File: config.mk
export PLATFORM = sky130hd
export DESIGN_NAME = atcb_top
export DESIGN_NICKNAME = d
export VERILOG_FILES = /design/src/verilog/atcb_top.v /design/src/verilog/atcb_wb_slave.v /design/src/verilog/atcb_coef_pack.v
export VERILOG_INCLUDE_DIRS = /design/src /design/src/include
export SDC_FILE = /design/constraint.sdc
export NUM_CORES = 1
export LEC_CHECK = 0
export BUFFER_PORTS_ARGS = -buffer_cell sky130_fd_sc_hd__buf_2
export CORE_MARGIN = 3
export CORE_UTILIZATION = 35
export DETAILED_ROUTE_END_ITERATION = 12
export PLACE_DENSITY = 0.65
export RECOVER_POWER = 50
export SLEW_MARGIN = 20
export SYNTH_ARGS = -nofsm -noshare
export SYNTH_HDL_FRONTEND = slang
export SYNTH_HIERARCHICAL = 1
export SYNTH_SLANG_ARGS = --single-unit
export TNS_END_PERCENT = 100
File: constraint.sdc
create_clock -name sys_clk -period 1.95 [get_ports sys_clk]
set_clock_uncertainty 0.2 [all_clocks]
set_input_delay 0.0975 -clock sys_clk [delete_from_list [all_inputs] [get_ports sys_clk]]
set_output_delay 0.0975 -clock sys_clk [all_outputs]
set_load 0.05 [all_outputs]
File: src/include/atcb_defines.vh
`ifndef ATCB_DEFINES_VH
`define ATCB_DEFINES_VH

////////////////////////////////////////////////////////////////////////////////
// Register indexes; the byte address on the bus is four times the index.
`define ATCB_IDX_W 7
`define ATCB_IDX_GAIN_TRIM 7'h4f
`define ATCB_IDX_OFFSET_TRIM 7'h50
`define ATCB_IDX_TC0_LOW 7'h51
`define ATCB_IDX_TC0_HIGH_TC1_LSB 7'h52
`define ATCB_IDX_TC1_MID 7'h53
`define ATCB_IDX_TC1_HIGH_TC2_LOW 7'h54
`define ATCB_IDX_TC2_MID 7'h55
`define ATCB_IDX_TC2_HIGH 7'h56
`define ATCB_IDX_STATUS 7'h60

////////////////////////////////////////////////////////////////////////////////
// Bus geometry.
`define ATCB_ADR_W 9
`define ATCB_DAT_W 32
`define ATCB_SEL_W 4
`define ATCB_BYTE_W 8
`define ATCB_COEF_BYTES 6
`define ATCB_BYTE_SEL_W 3

////////////////////////////////////////////////////////////////////////////////
// Coefficient widths and reset values.
`define ATCB_TC0_W 15
`define ATCB_TC1_W 14
`define ATCB_TC2_W 14
`define ATCB_TC0_RESET 15'h0000
`define ATCB_TC1_RESET 14'h0000
`define ATCB_TC2_RESET 14'h0000
`define ATCB_TRIM_RESET 8'h00

////////////////////////////////////////////////////////////////////////////////
// Status register fields.
`define ATCB_STAT_COEF_VALID 0
`define ATCB_STAT_RO_WRITE 1
`define ATCB_STAT_TRIM_ACTIVE 2

////////////////////////////////////////////////////////////////////////////////
// Channel codes of the inputs that the shared trims do not cover.
`define ATCB_CH_W 5
`define ATCB_CH_SEL_CELL 5'h01
`define ATCB_CH_GPIO_FIRST 5'h02
`define ATCB_CH_GPIO_LAST 5'h07

`endif

File: src/verilog/atcb_top.v
// Notes on behaviour
// [RULE1] The offset trim is an 8-bit read/write byte, reset to zero, for the shared channels.
// [RULE2] The first coefficient byte holds order-zero bits 7 to 0, reads only, resets to zero.
// [RULE3] The second byte holds order-zero bits 14 to 8 in its bits 6 to 0.
// [RULE4] The second byte holds order-one bit 0 in its bit 7.
// [RULE5] The third byte holds order-one bits 8 to 1, reads only, resets to zero.
// [RULE6] The fourth byte holds order-one bits 13 to 9 in its bits 4 to 0.
// [RULE7] The fourth byte holds order-two bits 2 to 0 in its bits 7 to 5.
// [RULE8] The fifth byte holds order-two bits 10 to 3, reads only, resets to zero.
// [RULE9] The sixth byte holds order-two bits 13 to 11 in its low three bits.
// [RULE10] The gain trim is an 8-bit read/write byte, reset to zero, for the same channels.
// [RULE11] Reads have no side effect and writes to coefficient bytes change nothing; the code sets the status read-only-write flag on such a write.
`timescale 1ns/1ps
`default_nettype none
`include "atcb_defines.vh"

module atcb_top (
    input wire sys_clk,
    input wire rstn,
    input wire cyc_i,
    input wire stb_i,
    input wire we_i,
    input wire [`ATCB_ADR_W-1:0] adr_i,
    input wire [`ATCB_DAT_W-1:0] dat_i,
    input wire [`ATCB_SEL_W-1:0] sel_i,
    output wire [`ATCB_DAT_W-1:0] dat_o,
    output wire ack_o,
    input wire coefLoad,
    input wire [`ATCB_TC0_W-1:0] coefOrder0In,
    input wire [`ATCB_TC1_W-1:0] coefOrder1In,
    input wire [`ATCB_TC2_W-1:0] coefOrder2In,
    input wire [`ATCB_CH_W-1:0] adcChannel,
    output wire trimActive,
    output wire [`ATCB_BYTE_W-1:0] offsetTrimOut,
    output wire [`ATCB_BYTE_W-1:0] gainTrimOut,
    output wire [`ATCB_TC0_W-1:0] gainOrder0Coefficient,
    output wire [`ATCB_TC1_W-1:0] gainOrder1Coefficient,
    output wire [`ATCB_TC2_W-1:0] gainOrder2Coefficient
);

    ////////////////////////////////////////////////////////////////////////////
    // Declarations.

    wire wrPulse;
    wire rdCapture;
    wire [`ATCB_IDX_W-1:0] regIndex;
    wire lowLaneWrite;
    wire hitGainTrim;
    wire hitOffsetTrim;
    wire hitCoef;
    wire hitStatus;
    wire [`ATCB_BYTE_SEL_W-1:0] coefByteSel;
    wire [`ATCB_BYTE_W-1:0] coefByte;
    wire [`ATCB_IDX_W-1:0] coefIndexDelta;
    wire channelExcluded;
    wire channelShared;

    reg [`ATCB_BYTE_W-1:0] offsetTrim_reg;
    reg [`ATCB_BYTE_W-1:0] offsetTrim_next;
    reg [`ATCB_BYTE_W-1:0] gainTrim_reg;
    reg [`ATCB_BYTE_W-1:0] gainTrim_next;
    reg [`ATCB_TC0_W-1:0] order0_reg;
    reg [`ATCB_TC0_W-1:0] order0_next;
    reg [`ATCB_TC1_W-1:0] order1_reg;
    reg [`ATCB_TC1_W-1:0] order1_next;
    reg [`ATCB_TC2_W-1:0] order2_reg;
    reg [`ATCB_TC2_W-1:0] order2_next;
    reg coefValid_reg;
    reg coefValid_next;
    reg roWrite_reg;
    reg roWrite_next;
    reg [`ATCB_DAT_W-1:0] readData_reg;
    reg [`ATCB_DAT_W-1:0] readData_next;
    reg [`ATCB_BYTE_W-1:0] readByte;
    reg trimActive_reg;
    reg trimActive_next;
    reg [`ATCB_BYTE_W-1:0] offsetOut_reg;
    reg [`ATCB_BYTE_W-1:0] offsetOut_next;
    reg [`ATCB_BYTE_W-1:0] gainOut_reg;
    reg [`ATCB_BYTE_W-1:0] gainOut_next;

    ////////////////////////////////////////////////////////////////////////////
    // Bus handshake.

    atcb_wb_slave uWbSlave (
        .sys_clk(sys_clk),
        .rstn(rstn),
        .cyc_i(cyc_i),
        .stb_i(stb_i),
        .we_i(we_i),
        .ack_o(ack_o),
        .wrPulse(wrPulse),
        .rdCapture(rdCapture)
    );

    ////////////////////////////////////////////////////////////////////////////
    // Address decode; the two low address bits select nothing.

    assign regIndex = adr_i[`ATCB_ADR_W-1:2];
    assign lowLaneWrite = wrPulse & sel_i[0];

    assign hitGainTrim = (regIndex == `ATCB_IDX_GAIN_TRIM);
    assign hitOffsetTrim = (regIndex == `ATCB_IDX_OFFSET_TRIM);
    assign hitCoef = (regIndex >= `ATCB_IDX_TC0_LOW) && (regIndex <= `ATCB_IDX_TC2_HIGH);
    assign hitStatus = (regIndex == `ATCB_IDX_STATUS);

    assign coefIndexDelta = regIndex - `ATCB_IDX_TC0_LOW;
    assign coefByteSel = coefIndexDelta[`ATCB_BYTE_SEL_W-1:0];

    ////////////////////////////////////////////////////////////////////////////
    // Writable trims.

    always @* begin
        offsetTrim_next = offsetTrim_reg;
        if (lowLaneWrite && hitOffsetTrim) begin
            offsetTrim_next = dat_i[`ATCB_BYTE_W-1:0]; // [RULE1]
        end
    end

    always @* begin
        gainTrim_next = gainTrim_reg;
        if (lowLaneWrite && hitGainTrim) begin
            gainTrim_next = dat_i[`ATCB_BYTE_W-1:0]; // [RULE10]
        end
    end

    always @(posedge sys_clk) begin
        if (!rstn) begin
            offsetTrim_reg <= `ATCB_TRIM_RESET; // [RULE1]
        end else begin
            offsetTrim_reg <= offsetTrim_next;
        end
    end

    always @(posedge sys_clk) begin
        if (!rstn) begin
            gainTrim_reg <= `ATCB_TRIM_RESET; // [RULE10]
        end else begin
            gainTrim_reg <= gainTrim_next;
        end
    end

    ////////////////////////////////////////////////////////////////////////////
    // Coefficients come only from the trim load port; bus writes never reach them.

    always @* begin
        order0_next = order0_reg;
        if (coefLoad) begin
            order0_next = coefOrder0In;
        end
    end

    always @* begin
        order1_next = order1_reg;
        if (coefLoad) begin
            order1_next = coefOrder1In;
        end
    end

    always @* begin
        order2_next = order2_reg;
        if (coefLoad) begin
            order2_next = coefOrder2In;
        end
    end

    always @* begin
        coefValid_next = coefValid_reg;
        if (coefLoad) begin
            coefValid_next = 1'b1;
        end
    end

    always @(posedge sys_clk) begin
        if (!rstn) begin
            order0_reg <= `ATCB_TC0_RESET; // [RULE2]
            order1_reg <= `ATCB_TC1_RESET; // [RULE5]
            order2_reg <= `ATCB_TC2_RESET; // [RULE8]
        end else begin
            order0_reg <= order0_next; // [RULE11]
            order1_reg <= order1_next; // [RULE11]
            order2_reg <= order2_next; // [RULE11]
        end
    end

    always @(posedge sys_clk) begin
        if (!rstn) begin
            coefValid_reg <= 1'b0;
        end else begin
            coefValid_reg <= coefValid_next;
        end
    end

    ////////////////////////////////////////////////////////////////////////////
    // Sticky flag for a write that hit a read-only coefficient byte.
    // Writing one to the flag clears it, but a new hit in the same cycle wins.

    always @* begin
        roWrite_next = roWrite_reg;
        if (lowLaneWrite && hitStatus && dat_i[`ATCB_STAT_RO_WRITE]) begin
            roWrite_next = 1'b0;
        end
        if (wrPulse && hitCoef) begin
            roWrite_next = 1'b1;
        end
    end

    always @(posedge sys_clk) begin
        if (!rstn) begin
            roWrite_reg <= 1'b0;
        end else begin
            roWrite_reg <= roWrite_next;
        end
    end

    ////////////////////////////////////////////////////////////////////////////
    // Coefficient byte packing.

    atcb_coef_pack uCoefPack (
        .order0(order0_reg),
        .order1(order1_reg),
        .order2(order2_reg),
        .byteSel(coefByteSel),
        .byteOut(coefByte)
    );

    ////////////////////////////////////////////////////////////////////////////
    // Read path; unmapped indexes answer with zero.

    always @* begin
        readByte = 8'h00;
        case (regIndex)
            `ATCB_IDX_GAIN_TRIM: begin
                readByte = gainTrim_reg; // [RULE10]
            end
            `ATCB_IDX_OFFSET_TRIM: begin
                readByte = offsetTrim_reg; // [RULE1]
            end
            `ATCB_IDX_TC0_LOW: begin
                readByte = coefByte; // [RULE2]
            end
            `ATCB_IDX_TC0_HIGH_TC1_LSB: begin
                readByte = coefByte; // [RULE3] [RULE4]
            end
            `ATCB_IDX_TC1_MID: begin
                readByte = coefByte; // [RULE5]
            end
            `ATCB_IDX_TC1_HIGH_TC2_LOW: begin
                readByte = coefByte; // [RULE6] [RULE7]
            end
            `ATCB_IDX_TC2_MID: begin
                readByte = coefByte; // [RULE8]
            end
            `ATCB_IDX_TC2_HIGH: begin
                readByte = coefByte; // [RULE9]
            end
            `ATCB_IDX_STATUS: begin
                readByte[`ATCB_STAT_COEF_VALID] = coefValid_reg;
                readByte[`ATCB_STAT_RO_WRITE] = roWrite_reg;
                readByte[`ATCB_STAT_TRIM_ACTIVE] = trimActive_reg;
            end
            default: begin
                readByte = 8'h00;
            end
        endcase
    end

    // Capturing read data touches no other state.
    always @* begin
        readData_next = readData_reg;
        if (rdCapture) begin
            readData_next = {24'h000000, readByte}; // [RULE11]
        end
    end

    always @(posedge sys_clk) begin
        if (!rstn) begin
            readData_reg <= 32'h00000000;
        end else begin
            readData_reg <= readData_next;
        end
    end

    assign dat_o = readData_reg;

    ////////////////////////////////////////////////////////////////////////////
    // Trims reach the datapath only for channels outside the aux cell and GPIO set.

    assign channelExcluded = (adcChannel == `ATCB_CH_SEL_CELL)
        || ((adcChannel >= `ATCB_CH_GPIO_FIRST) && (adcChannel <= `ATCB_CH_GPIO_LAST));
    assign channelShared = ~channelExcluded;

    always @* begin
        trimActive_next = channelShared;
    end

    always @* begin
        offsetOut_next = 8'h00;
        if (channelShared) begin
            offsetOut_next = offsetTrim_reg; // [RULE1]
        end
    end

    always @* begin
        gainOut_next = 8'h00;
        if (channelShared) begin
            gainOut_next = gainTrim_reg; // [RULE10]
        end
    end

    always @(posedge sys_clk) begin
        if (!rstn) begin
            trimActive_reg <= 1'b0;
        end else begin
            trimActive_reg <= trimActive_next;
        end
    end

    always @(posedge sys_clk) begin
        if (!rstn) begin
            offsetOut_reg <= `ATCB_TRIM_RESET;
        end else begin
            offsetOut_reg <= offsetOut_next;
        end
    end

    always @(posedge sys_clk) begin
        if (!rstn) begin
            gainOut_reg <= `ATCB_TRIM_RESET;
        end else begin
            gainOut_reg <= gainOut_next;
        end
    end

    assign trimActive = trimActive_reg;
    assign offsetTrimOut = offsetOut_reg;
    assign gainTrimOut = gainOut_reg;

    ////////////////////////////////////////////////////////////////////////////
    // Coefficients as the datapath sees them.

    assign gainOrder0Coefficient = order0_reg;
    assign gainOrder1Coefficient = order1_reg;
    assign gainOrder2Coefficient = order2_reg;

endmodule // atcb_top

`default_nettype wire

File: src/verilog/atcb_wb_slave.v
`timescale 1ns/1ps
`default_nettype none
`include "atcb_defines.vh"

module atcb_wb_slave (
    input wire sys_clk,
    input wire rstn,
    input wire cyc_i,
    input wire stb_i,
    input wire we_i,
    output wire ack_o,
    output wire wrPulse,
    output wire rdCapture
);

    reg ackReg;
    wire request;

    assign request = cyc_i & stb_i;

    ////////////////////////////////////////////////////////////////////////////
    // Ack follows a request by one cycle and drops in the next.
    always @(posedge sys_clk) begin
        if (!rstn) begin
            ackReg <= 1'b0;
        end else begin
            ackReg <= request & ~ackReg;
        end
    end

    assign ack_o = ackReg;
    // A write lands on the edge at which the master sees ack high.
    assign wrPulse = request & we_i & ackReg;
    // Read data is captured on the edge that raises ack.
    assign rdCapture = request & ~ackReg;

endmodule // atcb_wb_slave

`default_nettype wire

File: src/verilog/atcb_coef_pack.v
`timescale 1ns/1ps
`default_nettype none
`include "atcb_defines.vh"

module atcb_coef_pack (
    input wire [`ATCB_TC0_W-1:0] order0,
    input wire [`ATCB_TC1_W-1:0] order1,
    input wire [`ATCB_TC2_W-1:0] order2,
    input wire [`ATCB_BYTE_SEL_W-1:0] byteSel,
    output reg [`ATCB_BYTE_W-1:0] byteOut
);

    localparam integer PACK_W = `ATCB_COEF_BYTES * `ATCB_BYTE_W;
    localparam integer USED_W = `ATCB_TC0_W + `ATCB_TC1_W + `ATCB_TC2_W;

    wire [PACK_W-1:0] packWord;
    wire [`ATCB_BYTE_W-1:0] bytes [0:`ATCB_COEF_BYTES-1];

    // The three coefficients run back to back from the lowest byte upward.
    assign packWord = {{(PACK_W-USED_W){1'b0}}, order2, order1, order0}; // [RULE3] [RULE6] [RULE9]

    genvar b;
    generate
        for (b = 0; b < `ATCB_COEF_BYTES; b = b + 1) begin : gByte
            assign bytes[b] = packWord[b*`ATCB_BYTE_W +: `ATCB_BYTE_W];
        end
    endgenerate

    always @* begin
        byteOut = 8'h00;
        if (byteSel < 3'h6) begin
            byteOut = bytes[byteSel];
        end
    end

endmodule // atcb_coef_pack

`default_nettype wire

[Yosys cells after proc, flatten, opt, wreduce, memory -nomap -nowiden]
Index checks and enable logic that the tools add are counted.
W data, S select, Z words.
Word-level totals
  flip-flop bits (word level): 87
  latch bits: 0
  memory bits (writable): 0
  memory bits (read-only): 0
  input port bits: 99
  output and inout bits: 93
  logic and storage cells: 57
  memories kept: 0
Cells by class
  add/subtract/negate cells: 1
  $mul: 0
  divide/modulo/power cells: 0
  order comparisons: 6
  eq/ne operators: 10
  shift operators: 0
  mux-type cells: 8
  bitwise logic cells: 9
  reductions and logical operators: 11
Operators by type and width (number)
  $eq A7 B7 Y1 const B: 9
  $bmux W8 S3: 1
  $mux W8: 3
  $pmux W5 S3: 1
  $pmux W3 S4: 1
  $ge A7 B7 Y1 const B: 1
  $le A7 B7 Y1 const B: 1
  $logic_and A1 B1 Y1: 7
  $reduce_or A6 Y1: 1
  $and A1 B1 Y1: 5
  $eq A5 B1 Y1 const B: 1
  $ge A5 B2 Y1 const B: 1
  $le A5 B3 Y1 const B: 1
  $ge A4 B4 Y1 const B: 1
  $not A3 Y4: 1
  $lt A3 B3 Y1 const B: 1
  $not A1 Y1: 3
  $sub A3 B1 Y3 const B: 1
  $mux W1: 2
  $reduce_bool A2 Y1: 1
  $reduce_or A2 Y1: 1
  $logic_or A1 B1 Y1: 1

[Depth between registers and ports, before layout]
Gate-level depths: netlist of run 1.
  depth after elaboration: 8
  gate-level depth with buffers: 9
  mapped depth without buffers: 8

[Modules after synthesis]
The synthesis of run 1 kept the hierarchy.
Modules (own cells, without submodules)
  atcb_top: times used 1, cells each 337, area each 3470.8 um2, sequential area each 1721.7 um2
  atcb_coef_pack: times used 1, cells each 42, area each 362.8 um2, sequential area each 0.0 um2
  atcb_wb_slave: times used 1, cells each 4, area each 50.0 um2, sequential area each 20.0 um2

[Least setup slack after synthesis of run 1]
Ideal clock, no wire load.
  kind: flip-flop to flip-flop
  start: register uWbSlave.ackReg, in the netlist uWbSlave/ack_o
  end: register offsetTrim_reg[0]
  setup time: 0.128 ns
  data arrival time: 1.797 ns
  required time: 1.622 ns
  setup slack: -0.175 ns
  cell stages (with the launch flop): 6
  path buffers: 0
  clock period less this slack: 2.125 ns
  cells stage by stage: dfxtp_1 > and4_2 > nand2_1 > nor4_4 > mux2i_1 > nor2_1
On the way
  longest elaborated chain between the ends: 3
Ends and longest elaborated chain
  start, declared: RTL line atcb_wb_slave.v:16  | reg ackReg;
  start signal, assigned: RTL line atcb_wb_slave.v:27  | ackReg <= request & ~ackReg;
  $and A1 B1 Y1: RTL line atcb_wb_slave.v:33  | assign wrPulse = request & we_i & ackReg;
  net wrPulse: RTL line atcb_top.v:44  | wire wrPulse;
  $and A1 B1 Y1: RTL line atcb_top.v:100  | assign lowLaneWrite = wrPulse & sel_i[0];
  $logic_and A1 B1 Y1: RTL line atcb_top.v:115  | if (lowLaneWrite && hitOffsetTrim) begin
  end signal, assigned: RTL line atcb_top.v:129  | offsetTrim_reg <= `ATCB_TRIM_RESET;
  end signal, assigned: RTL line atcb_top.v:131  | offsetTrim_reg <= offsetTrim_next;
  end, declared: RTL line atcb_top.v:58  | reg [`ATCB_BYTE_W-1:0] offsetTrim_reg;
The timed path passes the listed nets, and every way through them passes these cells.
A chain may end at the register's enable or synchronous reset.

[Worst setup path after layout of run 1]
  start: register uWbSlave.ackReg, in the netlist uWbSlave/ack_o
  end: register readData_reg[7], in the netlist dat_o[7]
On the way
  longest elaborated chain between the ends: 2
Ends and longest elaborated chain
  $not A1 Y1: RTL line atcb_wb_slave.v:35  | assign rdCapture = request & ~ackReg;
  $and A1 B1 Y1: RTL line atcb_wb_slave.v:35
  net rdCapture: RTL line atcb_top.v:45  | wire rdCapture;
  end signal, assigned: RTL line atcb_top.v:280  | readData_reg <= readData_next;
  end, declared: RTL line atcb_top.v:72  | reg [`ATCB_DAT_W-1:0] readData_reg;
The timed path passes the listed nets, and every way through them passes these cells.

==> summary.txt, run 1 <==
STA
  – RSZ-0062 raised after global routing: false
  – Slew of the pin with the lowest slew margin: 680 ps
  – Period Utilization, post-route: 94.6%
  – Fmax: 542 MHz
  – Setup ws final: 105 ps
  – Fin. max-slew vios: 0
  – Final setup viols: 0
  – Slew HR: 54.5%
  – Final hold viol count: 0
  – Final worst path period need: 1840 ps

Power
  – Pint: 2.80 mW
  – VDD IR max: 447 uV
  – Reg power frac: 46.7%
  – Switching share of power: 30.6%
  – Pwr dens: 732 mW/mm^2
  – Pleak: 2.36 nW
  – Clk pwr share: 32.7%
  – NetSw: 1.23 mW
  – Combinational share of power: 20.6%
  – Total power: 4.03 mW

Clock network
  – Max Root-Sink Buffers: 2
  – Worst-Skew Late Latency: 350 ps
  – CTS Buf Count: 9
  – CTS tree: yes
  – Root Driver: clkbuf_8
  – Clock-pin slew on the worst setup and hold paths: 90 ps
  – H-tree depth: 3
  – Clk sinks: 87

Synthesis
  – Sequential fraction of the synthesis area: 44.8%
  – Area leader, netlist: dfxtp_1
  – Yosys cell types: 46
  – Yosys reg bits: 87
  – Mux cell area share after synthesis: 20.8%
  – Share of flip-flops with an asynchronous set or reset: 0%
  – Syn avg cell area: 10.1 sq um
  – Compound-Gate Fraction of Synth Area: 9.76%
  – Main combinational cell family by area after synthesis: multiplexers
  – Syn Inst Count: 383
  – Simple logic cell fraction of the synthesized area: 15.3%
  – Xor/xnor cell area share of the yosys netlist: 0.226%
  – Most common cell in the synthesized netlist: dfxtp_1
  – Post-synth top area share: 44.8%
  – Mapped Area: 0.00388 sq mm
  – Synth Warn #: 6
  – Post-synth top cells: dfxtp_1, mux2i_1, nor2_1
  – Adder-cell share of the synthesized area: 1.61%
  – Area contributors post-synth: dfxtp_1, mux2i_1, nor2_1
  – Post-synth EDFFs: 0
  – Main synth FF type: dfxtp_1

Route
  – Overall routed net length: 11.1 mm
  – Initial DRC count: 136
  – Wire per inst: 15.1 um
  – Final ANT Viol Nets: 0
  – Vias/cell: 4.73
  – Drt drc: 0
  – Via count: 3488
  – Drt pass-1 iters: 6

Global routing
  – Total gr overflow: 0
  – Number of antenna violations at the first check in global routing: 0
  – Vias in the first global route: 3580
  – Largest net degree at the start of global routing: 54
  – GRT Util Overall: 17.6%
  – First-pass GRT wire length: 17.8 mm

Place
  – Placed Instance Area: 0.00481 sq mm
  – Pre-CTS WS: -106 ps
  – DPL Wire Length: 7.91 mm
  – IO Port Bufs: 138
  – GPL Wtd Cong: 0.784

Cells and area
  – Largest register FFs: 15
  – Post-route design area: 0.00550 sq mm
  – Final nets: 700
  – Antenna fix cells: 0
  – Flip-flop and latch area: 0.00175 sq mm
  – Fillers: 982
  – Area of the multi-input gates: 0.00195 sq mm
  – Layout cell share with drive strength beyond 1: 21.3%
  – Area delta synth->final: 41.7%

Die
  – I/O pin count: 192
  – Initial core utilization: 36.8%
  – Core ar.: 0.0106 sq mm
  – Area of the die: 0.0124 sq mm
  – Num rows: 37
  – Die X: 111 um
  – Die height: 111 um

Setup path
  – Kind of critical path: reg -> reg
  – CP required: 1980 ps
  – Delay-heaviest family, CP: compound AO/OA/AOI/OAI gates
  – Slowest CP cell: a222oi_1
  – Startpoint types: flip-flop
  – Buffer and inverter count on the worst path: 1
  – CP Data Arrival Time: 1870 ps
  – Crit-path cells: and3b_2 -> clkinv_1 -> a222oi_1 -> a221oi_2
  – Worst path max stage delay: 550 ps
  – Kind of end point of the critical path: flip-flop
  – CP max FO: 10

Run
  – MaxCap Viol Count: 0

Run status
  – Status: finished, final reports clean

Worst hold path
  – HP Class: in -> reg
## area by class of cell
cell class	count	share of cell area [%]
sequential	87	31.7
tap	136	3.09
inverter	6	0.409
clock buffer	12	2.82
timing repair buffer	220	25.6
multi-input combinational	272	35.3
clock inverter	4	0.977
## cells in the final DEF, fill, tap and decap left out, types with 2 or more instances in the layout
master / instances
clkinvlp_4: 2
buf_4: 21
a22oi_1: 3
dlygate4sd3_1: 57
buf_2: 68
nand2_1: 18
nand2b_1: 4
mux2i_1: 72
clkbuf_1: 71
mux2_4: 2
buf_12: 4
a21boi_0: 3
nor3_1: 2
clkbuf_8: 11
a221o_1: 4
nor2_1: 72
a222oi_1: 5
nand4bb_1: 2
o21ai_0: 3
a32oi_1: 3
ha_1: 5
conb_1: 24
and2_1: 16
a2bb2oi_1: 3
mux2_2: 5
inv_1: 5
a221oi_2: 5
dfxtp_1: 86
## power groups by stage
stage	clock network [mW]	registers, mW	logic (mW)
6_report	1.32	1.88	0.830
5_1_grt	1.42	1.89	0.882
4_1_cts	1.35	1.88	0.844
3_5_place_dp	0	1.92	0.754
3_3_place_gp	0	1.92	0.746
2_1_floorplan	0	2.10	0.376
## what timing repair did
action	4_1_cts	5_1_grt
hold buffers	57	0
resized for setup	0	0
setup buffers	0	0
hold endpoints to repair	65	0
## path summary, 6_finish.rpt
| path | endpoint | depth (start not counted) | slack (ps) | startpoint |
|---|---|---|---|---|
| max | dat_o[7] | 4 | 110 | uWbSlave/ack_o |
| max reg2reg | dat_o[7] | 4 | 110 | uWbSlave/ack_o |
| min | roWrite_reg | 3 | 30 | adr_i[4] |
| min reg2reg | coefValid_reg | 2 | 280 | coefValid_reg |
## cells by family (layout without fill, tap and decap cells)
group           after synthesis  in the layout
simple gates                124            124
other cells                   1             24
xor+xnor                      1              1
compound gates               39             39
fa+ha+maj                     5              5
flops                        87             87
mux                          79             79
buf+inv                      47            242
## tightest hold or removal path, stage by stage
cell     delay, ps
buf_2          160
a31oi_1        110
o21a_1         170
## per-layer routing
layer  vias to the layer above  global-route usage, %  part of all wire (%)
li1                       1716                      -                     -
met1                      1617                   21.6                    43
met2                       140                   30.7                    50
met3                        15                   4.18                   6.1
met4                         0                   5.52                   1.5
met5                         -                      0                     0
## stage by stage
step / TNS (ps) / instances / utilization [%] / hold WS (ps)
final: 0 / 737 / 52.1 / 29.6
after global placement: -245 / 664 / 45.6 / 128
after detailed placement: -877 / 664 / 45.6 / 138
after global routing: 0 / 737 / 52.1 / 32.1
after floorplan: 0 / 406 / - / 15.1
after CTS: 0 / 737 / 53.0 / 8.23
Note: power is estimated with default switching activity, not from simulation.
==> run 2: changes to the inputs <==
SYNTH_HIERARCHICAL = not set   (was 1)
==> summary.txt, run 2 <==
STA
  – Slew of the pin with the lowest slew margin: 667 ps (was 680 ps)
  – Final hold viol count: 0 (unchanged)
  – Final worst path period need: 1650 ps (was 1840 ps)
  – Setup ws final: 302 ps (was 105 ps)
  – Fmax: 607 MHz (was 542 MHz)
  – RSZ-0062 raised after global routing: false (unchanged)
  – Final setup viols: 0 (unchanged)
  – Period Utilization, post-route: 84.5% (was 94.6%)
  – Aggregate negative setup slack: 0 ps (unchanged)
  – Fin. max-slew vios: 0 (unchanged)
  – Slew HR: 55.7% (was 54.5%)

Setup path
  – Crit-path cells: dlygate4sd3_1 -> buf_2 -> and3b_1 -> and2_1 -> a221oi_1 -> a21oi_1 (was and3b_2 -> clkinv_1 -> a222oi_1 -> a221oi_2)
  – Kind of end point of the critical path: flip-flop (unchanged)
  – RR Endpoint: gainTrim_reg[2] (was dat_o[7])
  – Startpoint types: primary input (was flip-flop)
  – CP max FO: 6 (was 10)
  – R2r setup slk: 360 ps (was 110 ps)
  – R2R depth: 4 (unchanged)
  – CP Data Arrival Time: 1660 ps (was 1870 ps)
  – CP required: 1960 ps (was 1980 ps)
  – CP startpoint: adr_i[8] (was uWbSlave/ack_o)
  – Slowest CP cell: dlygate4sd3_1 (was a222oi_1)
  – Kind of critical path: in -> reg (was reg -> reg)
  – CP endpoint: dat_o[4] (was dat_o[7])
  – Worst r2r src: uWbSlave.ack_o (was uWbSlave/ack_o)
  – Worst path max stage delay: 540 ps (was 550 ps)

Route
  – Drt pass-1 iters: 4 (was 6)
  – Final ANT Viol Nets: 0 (unchanged)
  – Vias/cell: 4.75 (was 4.73)
  – Via count: 3429 (was 3488)
  – Initial DRC count: 124 (was 136)
  – Drt drc: 0 (unchanged)
  – Overall routed net length: 11.0 mm (was 11.1 mm)
  – Wire per inst: 15.2 um (was 15.1 um)

Synthesis
  – Synth Warn #: 0 (was 6)
  – Most common cell in the synthesized netlist: dfxtp_1 (unchanged)
  – Post-synth top cells: dfxtp_1, mux2i_1, nor2b_1 (was dfxtp_1, mux2i_1, nor2_1)
  – Syn Inst Count: 394 (was 383)
  – Main synth FF type: dfxtp_1 (unchanged)
  – Area leader, netlist: dfxtp_1 (unchanged)
  – Sequential fraction of the synthesis area: 43.2% (was 44.8%)
  – Post-synth EDFFs: 0 (unchanged)
  – Area contributors post-synth: dfxtp_1, mux2i_1, nor2b_1 (was dfxtp_1, mux2i_1, nor2_1)
  – Yosys reg bits: 87 (unchanged)
  – Mapped Area: 0.00403 sq mm (was 0.00388 sq mm)
  – Syn avg cell area: 10.2 sq um (was 10.1 sq um)
  – Yosys cell types: 42 (was 46)
  – Share of flip-flops with an asynchronous set or reset: 0% (unchanged)
  – Post-synth top area share: 43.2% (was 44.8%)

Global routing
  – First-pass GRT wire length: 17.2 mm (was 17.8 mm)
  – Number of antenna violations at the first check in global routing: 0 (unchanged)
  – Vias in the first global route: 3363 (was 3580)
  – GRT Util Overall: 16.9% (was 17.6%)
  – Total gr overflow: 0 (unchanged)
  – Largest net degree at the start of global routing: 45 (was 54)

Die
  – Area of the die: 0.0128 sq mm (was 0.0124 sq mm)
  – Initial core utilization: 36.6% (was 36.8%)
  – Core ar.: 0.0110 sq mm (was 0.0106 sq mm)
  – Num rows: 38 (was 37)
  – Die X: 113 um (was 111 um)
  – Die height: 113 um (was 111 um)
  – I/O pin count: 192 (unchanged)

Clock network
  – CTS Buf Count: 9 (unchanged)
  – Postcts setup bufs: 0 (unchanged)
  – Clk sinks: 87 (unchanged)
  – Max Root-Sink Buffers: 2 (unchanged)
  – Worst-Skew Late Latency: 340 ps (was 350 ps)
  – H-tree depth: 3 (unchanged)
  – Root Driver: clkbuf_16 (was clkbuf_8)
  – Clock-pin slew on the worst setup and hold paths: 60 ps (was 90 ps)
  – CTS tree: yes (unchanged)

Cells and area
  – Final nets: 681 (was 700)
  – Layout cell share with drive strength beyond 1: 17.2% (was 21.3%)
  – Antenna fix cells: 0 (unchanged)
  – Most frequent cells in the layout: dfxtp_1, mux2i_1, buf_2, clkbuf_1, nor2b_1 (was dfxtp_1, mux2i_1, nor2_1)
  – Most common cell after layout, fill and taps aside: dfxtp_1 (unchanged)
  – Area delta synth->final: 36.8% (was 41.7%)
  – Largest register FFs: 15 (unchanged)

Run status
  – Status: finished, final reports clean (unchanged)

Place
  – IO Port Bufs: 138 (unchanged)
  – GPL Wtd Cong: 0.801 (was 0.784)
  – Pre-CTS WS: 33.3 ps (was -106 ps)
  – DPL Wire Length: 7.92 mm (was 7.91 mm)

Worst hold path
  – Hold Path Cell Cnt: 4 (was 3)
  – HP Class: in -> reg (unchanged)

Run
  – MaxCap Viol Count: 0 (unchanged)

Power
  – Pwr dens: 817 mW/mm^2 (was 732 mW/mm^2)
  – Total power: 4.51 mW (was 4.03 mW)
  – VDD IR max: 400 uV (was 447 uV)
  – Pleak: 2.49 nW (was 2.36 nW)
run 2: changes by cell type after synthesis, moves of 6 or more:
cell / before / now
nor2_1: 72 / 2
nor2b_1: 1 / 60
nor3_1: 2 / 20
nand2_1: 19 / 3
a21oi_1: 1 / 9
buf_2: 1 / 9
o31ai_1: 0 / 8
and4_1: 0 / 6
mux2i_1: 72 / 78
run 2: worst min path at each step:
stage	startpoint	to
after floorplan	dat_i[0]	gainTrim_reg[0]
after global placement	coefOrder0In[0]	gainOrder0Coefficient[0]
after detailed placement	coefOrder0In[0]	gainOrder0Coefficient[0]
after CTS	adr_i[2]	roWrite_reg
after global routing	adr_i[6]	roWrite_reg
final	adr_i[2]	roWrite_reg
run 2: layer usage:
metal	vias to the layer above	part of all wire (%)	global-route usage [%]
met5	-	0	0
met4	0	1.8	5.61
met3	12	4.9	4.12
met2	109	48	28.6
met1	1612	45	21.1
li1	1696	-	-
run 2: critical path, delay by kind of cell:
family | cells | cell delay [ps]
buf+inv | 2 | 700
simple gates | 2 | 400
compound gates | 2 | 470
run 2: cells by family after synthesis:
kind of cell	after synthesis	share of synthesized area [%]
buffers and inverters	54	8.00
flip-flops	87	43.2
adder cells (fa/ha/maj)	4	1.24
other	1	0.0930
AND/OR/NAND/NOR	127	20.6
multiplexers	79	19.6
AO/OA/AOI/OAI	40	6.76
XOR/XNOR	2	0.434
run 2: layout make-up:
cell class	instances	area, sq um
timing repair buffer	201	1230
clock inverter	5	66.3
inverter	3	11.3
clock buffer	10	239
multi-input combinational	276	2050
sequential	87	1740
tap	140	175
fill	1032	5510
run 2: timing repair:
| item | in CTS | in global routing |
|---|---|---|
| gates resized for setup | 0 | 0 |
| hold endpoints to repair | 68 | 0 |
| hold buffers | 55 | 0 |
run 2: where the power goes:
part	leakage [nW]	switching (mW)	total (mW)	internal, mW
registers	0.712	0.0530	1.90	1.84
logic	1.63	0.567	0.846	0.279
clock network	0.147	0.726	1.76	1.04
run 2: stage by stage:
step           hold slack [ps]  cell area (sq um)  cells  utilization, %
2_1_floorplan             63.7               4120    417               -
3_3_place_gp               150               4750    652            43.0
3_5_place_dp               160               4750    652            43.0
4_1_cts                   44.1               5600    722            50.8
5_1_grt                    113               5520    722            50.0
6_report                  62.0               5520    722            50.0
